**src/design/xfer_seq_pkg.sv**
```systemverilog
// constants, register map and state codes of the transfer sequencer
package xfer_seq_pkg;

    // ------------------------------------------------------------
    // interrupt sources and vector table
    // ------------------------------------------------------------
    localparam int NUM_SRC = 48;
    localparam int SRC_W = 6;
    localparam logic [15:0] VEC_MIN_BASE = 16'h00A0;
    localparam logic [15:0] VEC_MAX_BASE = 16'h0140;
    localparam logic [15:0] VEC_MAX_PTR_OFS = 16'h0002;
    localparam logic [SRC_W-1:0] SRC_SER1_RX = 6'h09;
    localparam logic [SRC_W-1:0] SRC_SER1_TX = 6'h0A;
    localparam logic [SRC_W-1:0] SRC_SER2_RX = 6'h0D;
    localparam logic [SRC_W-1:0] SRC_SER2_TX = 6'h0E;

    // ------------------------------------------------------------
    // settings block layout in memory and mode word fields
    // ------------------------------------------------------------
    localparam logic [15:0] OFS_MODE = 16'h0000;
    localparam logic [15:0] OFS_SRC = 16'h0002;
    localparam logic [15:0] OFS_DST = 16'h0004;
    localparam logic [15:0] OFS_CNT = 16'h0006;
    localparam int MODE_SIZE_BIT = 15;
    localparam int MODE_SRC_STEP_BIT = 14;
    localparam int MODE_DST_STEP_BIT = 13;
    localparam logic [15:0] STEP_BYTE = 16'h0001;
    localparam logic [15:0] STEP_WORD = 16'h0002;
    localparam logic [15:0] COUNT_ONE = 16'h0001;

    // ------------------------------------------------------------
    // apb register map
    // ------------------------------------------------------------
    localparam int PADDR_W = 12;
    localparam logic [PADDR_W-1:0] ADDR_CTRL = 12'h000;
    localparam logic [PADDR_W-1:0] ADDR_EN_LO = 12'h004;
    localparam logic [PADDR_W-1:0] ADDR_EN_HI = 12'h008;
    localparam logic [PADDR_W-1:0] ADDR_IRQ_STAT = 12'h00C;
    localparam logic [PADDR_W-1:0] ADDR_IRQ_EN = 12'h010;
    localparam logic [PADDR_W-1:0] ADDR_IRQ_CLR = 12'h014;
    localparam logic [PADDR_W-1:0] ADDR_STATE = 12'h018;
    localparam int CTRL_MAX_BIT = 0;
    localparam int CTRL_ON_BIT = 1;
    localparam logic [1:0] CTRL_RST = 2'h0;
    localparam int STAT_W = 2;
    localparam int STAT_ACT_BIT = 0;
    localparam int STAT_EXH_BIT = 1;
    localparam logic [STAT_W-1:0] STAT_RST = 2'h0;
    localparam int STATE_SRC_LSB = 8;
    localparam int STATE_CNT_LSB = 16;

    // ------------------------------------------------------------
    // sequencer states
    // ------------------------------------------------------------
    typedef enum logic [11:0] {
        ST_IDLE = 12'h001,
        ST_VEC = 12'h002,
        ST_LD_MODE = 12'h004,
        ST_LD_SRC = 12'h008,
        ST_LD_DST = 12'h010,
        ST_LD_CNT = 12'h020,
        ST_RD_DATA = 12'h040,
        ST_WR_DATA = 12'h080,
        ST_WB_SRC = 12'h100,
        ST_WB_DST = 12'h200,
        ST_WB_CNT = 12'h400,
        ST_DONE = 12'h800
    } seq_state_t;

endpackage

```
**src/design/mem_op_if.sv**
```systemverilog
// one memory access request and its answer between sequencer and bus port
`timescale 1ns/1ps
`default_nettype none
interface mem_op_if;
    logic go;
    logic we;
    logic word;
    logic [15:0] addr;
    logic [15:0] wdata;
    logic done;
    logic [15:0] rdata;
    modport ctl(output go, we, word, addr, wdata, input done, rdata);
    modport port(input go, we, word, addr, wdata, output done, rdata);
endinterface
`default_nettype wire

```
**src/design/mem_port.sv**
```systemverilog
// system memory bus port: one byte or word access per request
`timescale 1ns/1ps
`default_nettype none
module mem_port
    import xfer_seq_pkg::*;
(
    input wire logic mclk,
    input wire logic rst,
    mem_op_if.port op,
    output logic mem_req,
    output logic mem_we,
    output logic [15:0] mem_addr,
    output logic [1:0] mem_be,
    output logic [15:0] mem_wdata,
    input wire logic [15:0] mem_rdata,
    input wire logic mem_ack
);

    logic word_r;

    // hold the request until acknowledged; even byte sits on the upper lane
    always_ff @(posedge mclk)
    begin
        if (rst)
        begin
            mem_req <= 1'b0;
            mem_we <= 1'b0;
            mem_addr <= 16'h0000;
            mem_be <= 2'h0;
            mem_wdata <= 16'h0000;
            word_r <= 1'b0;
            op.done <= 1'b0;
            op.rdata <= 16'h0000;
        end
        else
        begin
            op.done <= 1'b0;
            if (!mem_req && op.go)
            begin
                mem_req <= 1'b1;
                mem_we <= op.we;
                mem_addr <= op.addr;
                word_r <= op.word;
                if (op.word)
                begin
                    mem_be <= 2'h3;
                    mem_wdata <= op.wdata;
                end
                else
                begin
                    mem_be <= op.addr[0] ? 2'h1 : 2'h2;
                    mem_wdata <= {op.wdata[7:0], op.wdata[7:0]};
                end
            end
            else if (mem_req && mem_ack)
            begin
                mem_req <= 1'b0;
                op.done <= 1'b1;
                if (word_r)
                    op.rdata <= mem_rdata;
                else if (mem_addr[0])
                    op.rdata <= {8'h00, mem_rdata[7:0]};
                else
                    op.rdata <= {8'h00, mem_rdata[15:8]};
            end
        end
    end

endmodule
`default_nettype wire

```
**src/design/xfer_seq.sv**
```systemverilog
// interrupt driven transfer sequencer with apb control and status
`timescale 1ns/1ps
`default_nettype none
// Summary of operation
// - read vector, then load settings block
// - one vector entry per serviceable source
// - clear pending at activation, except serial
// - serial pending cleared at holding register access
// - move once, step addresses, decrement count
// - write updated settings back in place
// - count zero hands interrupt to processor
// - settings addresses always lie in page 0
// - minimum mode vectors carry no page
// - vector addresses fixed per source
// - serial receive and transmit each have a fixed vector address
// - settings are four words: mode,source,destination,count
// - mode bit15 size, bits14/13 address steps
// - stored count zero means 65,536 moves
// - disabled sources go straight to processor
module xfer_seq
    import xfer_seq_pkg::*;
(
    input wire logic mclk,
    input wire logic rst,
    input wire logic psel,
    input wire logic penable,
    input wire logic pwrite,
    input wire logic [PADDR_W-1:0] paddr,
    input wire logic [31:0] pwdata,
    output logic [31:0] prdata,
    output logic pready,
    output logic pslverr,
    output logic irq,
    input wire logic [NUM_SRC-1:0] src_pending,
    output logic [NUM_SRC-1:0] pending_clear,
    output logic [NUM_SRC-1:0] cpu_request,
    input wire logic [NUM_SRC-1:0] cpu_ack,
    output logic mem_req,
    output logic mem_we,
    output logic [15:0] mem_addr,
    output logic [1:0] mem_be,
    output logic [15:0] mem_wdata,
    input wire logic [15:0] mem_rdata,
    input wire logic mem_ack
);

    // ------------------------------------------------------------
    // helpers
    // ------------------------------------------------------------
    function automatic logic [15:0] vec_addr(input logic [SRC_W-1:0] s,
                                             input logic max_mode);
        if (max_mode)
            vec_addr = VEC_MAX_BASE + {8'h00, s, 2'b00} + VEC_MAX_PTR_OFS;
        else
            vec_addr = VEC_MIN_BASE + {9'h000, s, 1'b0};
    endfunction

    function automatic logic is_rx(input logic [SRC_W-1:0] s);
        is_rx = (s == SRC_SER1_RX) || (s == SRC_SER2_RX);
    endfunction

    function automatic logic is_tx(input logic [SRC_W-1:0] s);
        is_tx = (s == SRC_SER1_TX) || (s == SRC_SER2_TX);
    endfunction

    function automatic logic [SRC_W-1:0] pick_src(
        input logic [NUM_SRC-1:0] v);
        pick_src = '0;
        for (int i = NUM_SRC - 1; i >= 0; i--)
            if (v[i])
                pick_src = SRC_W'(i);
    endfunction

    mem_op_if mo();

    seq_state_t st_r;
    logic wait_r;
    logic go_r;
    logic we_r;
    logic word_r;
    logic [15:0] addr_r;
    logic [15:0] wdata_r;
    logic [15:0] ptr_r;
    logic [15:0] mode_r;
    logic [15:0] src_r;
    logic [15:0] dst_r;
    logic [15:0] cnt_r;
    logic [15:0] data_r;
    logic [SRC_W-1:0] cur_r;
    logic [1:0] ctrl_r;
    logic [NUM_SRC-1:0] en_r;
    logic [NUM_SRC-1:0] hold_r;
    logic [STAT_W-1:0] stat_r;
    logic [STAT_W-1:0] stat_en_r;
    logic [NUM_SRC-1:0] serviced;
    logic [15:0] step;
    logic fin_now;
    logic apb_wr;

    assign mo.go = go_r;
    assign mo.we = we_r;
    assign mo.word = word_r;
    assign mo.addr = addr_r;
    assign mo.wdata = wdata_r;

    // requests that this block takes instead of the processor
    assign serviced = src_pending & en_r & {NUM_SRC{ctrl_r[CTRL_ON_BIT]}};
    assign step = mode_r[MODE_SIZE_BIT] ? STEP_WORD : STEP_BYTE;
    assign fin_now = (st_r == ST_DONE);
    assign apb_wr = psel && penable && pready && pwrite;

    mem_port u_port (
        .mclk(mclk),
        .rst(rst),
        .op(mo.port),
        .mem_req(mem_req),
        .mem_we(mem_we),
        .mem_addr(mem_addr),
        .mem_be(mem_be),
        .mem_wdata(mem_wdata),
        .mem_rdata(mem_rdata),
        .mem_ack(mem_ack)
    );

    // ------------------------------------------------------------
    // sequencer: vector, load, move, write back
    // ------------------------------------------------------------
    // each memory state issues one request, then waits for its answer
    always_ff @(posedge mclk)
    begin
        if (rst)
        begin
            st_r <= ST_IDLE;
            wait_r <= 1'b0;
            go_r <= 1'b0;
            we_r <= 1'b0;
            word_r <= 1'b0;
            addr_r <= 16'h0000;
            wdata_r <= 16'h0000;
            ptr_r <= 16'h0000;
            mode_r <= 16'h0000;
            src_r <= 16'h0000;
            dst_r <= 16'h0000;
            cnt_r <= 16'h0000;
            data_r <= 16'h0000;
            cur_r <= '0;
            pending_clear <= '0;
        end
        else
        begin
            go_r <= 1'b0;
            pending_clear <= '0;
            case (st_r)
                ST_IDLE:
                begin
                    if (|serviced)
                    begin
                        cur_r <= pick_src(serviced);
                        st_r <= ST_VEC;
                        if (!is_rx(pick_src(serviced)) &&
                            !is_tx(pick_src(serviced)))
                            pending_clear[pick_src(serviced)] <= 1'b1;
                    end
                end
                ST_DONE:
                    st_r <= ST_IDLE;
                default:
                begin
                    if (!wait_r)
                    begin
                        go_r <= 1'b1;
                        wait_r <= 1'b1;
                        we_r <= st_r inside {ST_WR_DATA, ST_WB_SRC,
                                             ST_WB_DST, ST_WB_CNT};
                        word_r <= !(st_r inside {ST_RD_DATA, ST_WR_DATA}) ||
                                  mode_r[MODE_SIZE_BIT];
                        case (st_r)
                            ST_VEC:
                                addr_r <= vec_addr(cur_r, ctrl_r[CTRL_MAX_BIT]);
                            ST_LD_MODE:
                                addr_r <= ptr_r + OFS_MODE;
                            ST_LD_SRC, ST_WB_SRC:
                                addr_r <= ptr_r + OFS_SRC;
                            ST_LD_DST, ST_WB_DST:
                                addr_r <= ptr_r + OFS_DST;
                            ST_RD_DATA:
                                addr_r <= src_r;
                            ST_WR_DATA:
                                addr_r <= dst_r;
                            default:
                                addr_r <= ptr_r + OFS_CNT;
                        endcase
                        case (st_r)
                            ST_WR_DATA:
                                wdata_r <= data_r;
                            ST_WB_SRC:
                                wdata_r <= src_r;
                            ST_WB_DST:
                                wdata_r <= dst_r;
                            default:
                                wdata_r <= cnt_r;
                        endcase
                    end
                    else if (mo.done)
                    begin
                        wait_r <= 1'b0;
                        case (st_r)
                            ST_VEC:
                            begin
                                ptr_r <= mo.rdata; // page 0 only
                                st_r <= ST_LD_MODE;
                            end
                            ST_LD_MODE:
                            begin
                                mode_r <= mo.rdata;
                                st_r <= ST_LD_SRC;
                            end
                            ST_LD_SRC:
                            begin
                                src_r <= mo.rdata;
                                st_r <= ST_LD_DST;
                            end
                            ST_LD_DST:
                            begin
                                dst_r <= mo.rdata;
                                st_r <= ST_LD_CNT;
                            end
                            ST_LD_CNT:
                            begin
                                cnt_r <= mo.rdata;
                                st_r <= ST_RD_DATA;
                            end
                            ST_RD_DATA:
                            begin
                                data_r <= mo.rdata;
                                if (is_rx(cur_r))
                                    pending_clear[cur_r] <= 1'b1;
                                st_r <= ST_WR_DATA;
                            end
                            ST_WR_DATA:
                            begin
                                if (is_tx(cur_r))
                                    pending_clear[cur_r] <= 1'b1;
                                if (mode_r[MODE_SRC_STEP_BIT])
                                    src_r <= src_r + step;
                                if (mode_r[MODE_DST_STEP_BIT])
                                    dst_r <= dst_r + step;
                                cnt_r <= cnt_r - COUNT_ONE; // zero wraps
                                st_r <= ST_WB_SRC;
                            end
                            ST_WB_SRC:
                                st_r <= ST_WB_DST;
                            ST_WB_DST:
                                st_r <= ST_WB_CNT;
                            default:
                                st_r <= ST_DONE;
                        endcase
                    end
                end
            endcase
        end
    end

    // ------------------------------------------------------------
    // processor hand-off
    // ------------------------------------------------------------
    // exhausted count holds the request until the processor acknowledges
    always_ff @(posedge mclk)
    begin
        if (rst)
        begin
            hold_r <= '0;
            cpu_request <= '0;
        end
        else
        begin
            for (int i = 0; i < NUM_SRC; i++)
                if (fin_now && cnt_r == 16'h0000 && cur_r == SRC_W'(i))
                    hold_r[i] <= 1'b1;
                else if (cpu_ack[i])
                    hold_r[i] <= 1'b0;
            cpu_request <= hold_r | (src_pending & ~serviced);
        end
    end

    // ------------------------------------------------------------
    // apb slave: one wait state, then pready
    // ------------------------------------------------------------
    always_ff @(posedge mclk)
    begin
        if (rst)
        begin
            pready <= 1'b0;
            pslverr <= 1'b0;
            prdata <= 32'h0000_0000;
        end
        else if (psel && penable && !pready)
        begin
            pready <= 1'b1;
            pslverr <= 1'b0;
            prdata <= 32'h0000_0000;
            if (paddr == ADDR_CTRL)
                prdata <= {30'h0000_0000, ctrl_r};
            else if (paddr == ADDR_EN_LO)
                prdata <= en_r[31:0];
            else if (paddr == ADDR_EN_HI)
                prdata <= {16'h0000, en_r[NUM_SRC-1:32]};
            else if (paddr == ADDR_IRQ_STAT)
                prdata <= {30'h0000_0000, stat_r};
            else if (paddr == ADDR_IRQ_EN)
                prdata <= {30'h0000_0000, stat_en_r};
            else if (paddr == ADDR_IRQ_CLR)
                prdata <= 32'h0000_0000;
            else if (paddr == ADDR_STATE)
                prdata <= {cnt_r, 2'h0, cur_r, 7'h00, st_r != ST_IDLE};
            else
                pslverr <= 1'b1;
        end
        else
        begin
            pready <= 1'b0;
            pslverr <= 1'b0;
        end
    end

    // software control registers, written at the completing edge
    always_ff @(posedge mclk)
    begin
        if (rst)
        begin
            ctrl_r <= CTRL_RST;
            en_r <= '0;
            stat_en_r <= STAT_RST;
        end
        else if (apb_wr)
        begin
            if (paddr == ADDR_CTRL)
                ctrl_r <= pwdata[1:0];
            else if (paddr == ADDR_EN_LO)
                en_r[31:0] <= pwdata;
            else if (paddr == ADDR_EN_HI)
                en_r[NUM_SRC-1:32] <= pwdata[15:0];
            else if (paddr == ADDR_IRQ_EN)
                stat_en_r <= pwdata[STAT_W-1:0];
        end
    end

    // ------------------------------------------------------------
    // event status and interrupt line
    // ------------------------------------------------------------
    // a new event in the clearing cycle wins over the clear
    always_ff @(posedge mclk)
    begin
        if (rst)
        begin
            stat_r <= STAT_RST;
            irq <= 1'b0;
        end
        else
        begin
            for (int b = 0; b < STAT_W; b++)
            begin
                if (apb_wr && paddr == ADDR_IRQ_CLR && pwdata[b])
                    stat_r[b] <= 1'b0;
                if (fin_now && b == STAT_ACT_BIT)
                    stat_r[b] <= 1'b1;
                if (fin_now && cnt_r == 16'h0000 && b == STAT_EXH_BIT)
                    stat_r[b] <= 1'b1;
            end
            irq <= |(stat_r & stat_en_r);
        end
    end
endmodule
`default_nettype wire

```
**config.mk**
```make
export PLATFORM = sky130hd
export DESIGN_NAME = xfer_seq
export DESIGN_NICKNAME = d
export VERILOG_FILES = /design/src/design/xfer_seq_pkg.sv /design/src/design/mem_op_if.sv /design/src/design/mem_port.sv /design/src/design/xfer_seq.sv
export SDC_FILE = /design/constraint.sdc
export NUM_CORES = 1
export LEC_CHECK = 0
export BUFFER_PORTS_ARGS = -buffer_cell sky130_fd_sc_hd__clkbuf_2
export CAP_MARGIN = 30
export CORE_ASPECT_RATIO = 1.25
export CORE_MARGIN = 4
export CORE_UTILIZATION = 40
export DETAILED_ROUTE_END_ITERATION = 16
export GPL_ROUTABILITY_DRIVEN = 0
export MAX_ROUTING_LAYER = met4
export PLACE_DENSITY = 0.62
export RECOVER_POWER = 25
export SYNTH_ARGS = -nofsm -noshare
export SYNTH_HDL_FRONTEND = slang
export SYNTH_SLANG_ARGS = --single-unit
```
**constraint.sdc**
```tcl
create_clock -name mclk -period 3 [get_ports mclk]
set_clock_uncertainty 0.15 [all_clocks]
set_input_delay 0.45 -clock mclk [delete_from_list [all_inputs] [get_ports mclk]]
set_output_delay 0.45 -clock mclk [all_outputs]
set_load 0.02 [all_outputs]
```
==> results.txt <==
Outcome: finished, violations left
Failing checks: capacitance limit, slew limit
Largest family of logic cells by synthesized area: simple AND/OR/NAND/NOR gates
Filler cells: 4676
DRT Wirelength: 73.0 mm
Post-synthesis compound-gate area fraction: 0.211
Register area share after synthesis: 0.444
Cells after Synth: 2353
Remaining antenna violation count: 0
GRT overflow: 0
CTS HTree Levels: 2
Max-cap violations: 1
Warnings, synthesis: 0
Port Buffers: 328
Largest net degree at the start of global routing: 150
N_diodes: 0
Final setup viols: 0
Post-synthesis mux area share: 0.0434
EDFF count, synth: 0
Mean Syn Cell Area: 8.12 sq um
Startpoint Class: input pin
First-pass iteration count of the detailed router: 8
Static Leak: 8.80 nW
Fraction of layout cells with a size suffix above 1: 0.189
Layout Nets: 2908
Fin crit share: 0.978
DRC errors left: 0
Root Driver: clkbuf_16
Global-route wire length before repair: 108 mm
Mapped cell area: 19100 sq um
Number of CTS-inserted buffers: 42
Final worst path period need: 2.94 ns
Critical path arrival: 3.18 ns
Die outline area: 51300 sq um
Total core area: 47200 sq um
# rows: 89
Worst slew margin: -0.131
Hold Path Class: in -> reg
Top_reg_cell synth: dfxtp_1
TritonCTS clock tree: yes
WL/cell: 21.5 um
Reg area: 8500 sq um
Number of global-route vias before repair: 18290
WHS Path Cells: 3
Worst-path clk slew: 0.06 ns
Initial antenna violation count: 0
Area occupied by multi-input gates: 9930 sq um
DRT iter0 DRCs: 1867
Slew Limit Fails: 76
Initial Util: 0.405
Vias per cell: 5.72
Post-synthesis net count: 2530
Clock Latency Late Sink: 0.55 ns
Worst-Margin Slew: 1.70 ns
Worst Path Required: 3.24 ns
Die Y: 252 um
Number of I/O pins: 329
Number of clock sinks: 424
Kind of critical path: in -> reg
Total number of vias: 19452
Dpl hpwl: 54.8 mm
Synth Area in Simple Gates: 0.242
Longest Clk Path Bufs: 3
Critical path capture point type: flip-flop
Synth-to-Final Area Change: 24.7%
Peak supply drop: 0.328 mV
Synth Area in Adders: 0.0110
Reg2reg path depth: 12
Max Fclk: 341 MHz
Async set or reset register ratio after synthesis: 0
Xor/xnor share of the synthesized area: 0.00458
Die W: 203 um
CP Max Fanout: 7
Total Routing Usage GR: 0.275
Core Util, Final: 0.505
Final Hold Viols: 0
Yosys cell types: 95
#FFs+latches synth: 424
Total power: 12.3 mW
PwrDens: 515 nW/um^2
==> kinds of logic after synthesis <==
kind of cell | count (synthesis)
muxes | 81
xor gates and xnor gates | 10
adders and majority gates | 15
buffers and inverters | 189
AOI/OAI and AO/OA | 628
DFF | 424
and+or+nand+nor | 1006
==> worst max-delay path: stages <==
cell and delay [ns]:
dlygate4sd3_1 0.54, clkbuf_2 0.13, a22oi_1 0.30, a41oi_2 0.23, or3_1 0.52, or3_4 0.44
o21ai_4 0.28, mux2i_1 0.22, nor2_1 0.06
==> registers in the layout, indices dropped and copies added (netlist names), 16 cells and up <==
signal and flops:
addr_r 16, cnt_r 16, cpu_request 48, data_r 16, dst_r 16, en_r 48
hold_r 48, mo.wdata 16, pending_clear 48, prdata 32, ptr_r 16, src_r 16
u_port.mem_addr 16, u_port.mem_wdata 16, u_port.op.rdata 16
==> per-layer routing <==
metal  share of wire  track usage
met3           0.068       0.0322
met4           0.062        0.147
met2            0.49        0.466
met1            0.38        0.320
met5               0            -
==> where the power goes <==
group	leakage (nW)	internal [mW]	switching [mW]
clock network	0.728	3.42	2.26
registers	3.44	5.74	0.0842
logic	4.64	0.276	0.495
total	8.80	9.43	2.84
==> cell usage after synthesis, types with 12 or more instances <==
master,instances,area [sq um]
mux2i_1,75,751
nor2_1,380,1430
ha_1,12,150
nor3_1,42,210
and3_1,21,131
nand2_1,328,1230
buf_1,13,48.8
and2_1,23,144
nor2b_1,61,382
a221oi_1,14,123
nor4_1,14,87.6
nand3_1,51,255
o31ai_1,12,90.1
o21ai_0,84,420
a22oi_1,73,548
dfxtp_1,424,8490
buf_2,32,160
o211ai_1,12,90.1
inv_1,25,93.8
a21oi_1,268,1340
a22o_1,23,201
clkbuf_1,103,387
a211oi_1,33,248
a311oi_1,21,184
==> worst paths after layout <==
check / end / slack [ns] / from
hold reg to reg: data_r[10]$_SDFFE_PP0P_ / 0.30 / data_r[10]$_SDFFE_PP0P_
hold / removal: en_r[24]$_SDFFE_PP0P_ / 0.005 / pwdata[24]
setup reg to reg: src_r[14]$_SDFFE_PP0P_ / 0.15 / mode_r[15]$_SDFFE_PP0P_
setup / recovery: st_r[6]$_SDFFE_PP0P_ / 0.06 / src_pending[35]
==> what timing repair did <==
item                                    4_1_cts  5_1_grt
endpoints found under the hold margin        24        0
setup buffers                                 0        5
hold buffers                                 24        0
endpoints found under the setup margin        0       27
resized for setup                             0       28
==> layout by cell type, fill, tap and decap left out, types with 13 or more instances in the layout <==
cell           netlist  routed
dfxtp_1            424     417
buf_12               0      13
inv_1               25      24
a22o_1              23      23
a311oi_1            21      21
clkbuf_1           103      98
nand3_1             51      48
nor2b_1             61      58
a22oi_1             73      73
a21oi_1            268     268
clkbuf_2             0     242
and3_1              21      21
nor3_1              42      39
buf_4               11     128
dlygate4sd3_1        0      24
and2_1              23      23
a211oi_1            33      32
clkbuf_16            0      43
o21ai_0             84      84
mux2i_1             75      75
nor2_1             380     376
nand2_1            328     328
a221oi_1            14      14
==> per-stage QoR <==
step	instances	setup slack (ns)	hold WS [ns]	setup TNS (ns)	instance area (sq um)
after global placement	3295	0.0968	0.287	0	22100
final	3399	0.0646	0.00518	0	23800
after global routing	3399	-0.0144	0.0118	-0.0144	23800
after detailed placement	3295	0.0514	0.297	0	22100
after floorplan	2353	0.0304	0.279	0	19100
after CTS	3394	0.0367	0.000361	0	23800
==> final cells by class <==
| class | instances | area share |
|---|---|---|
| Multi-Input combinational cell | 1740 | 0.417 |
| Sequential cell | 424 | 0.357 |
| Timing Repair Buffer | 497 | 0.126 |
| Clock buffer | 62 | 0.0528 |
| Tap cell | 637 | 0.0335 |
| Clock inverter | 13 | 0.00945 |
| Inverter | 26 | 0.00410 |
Power figures use the tool's default switching activity.
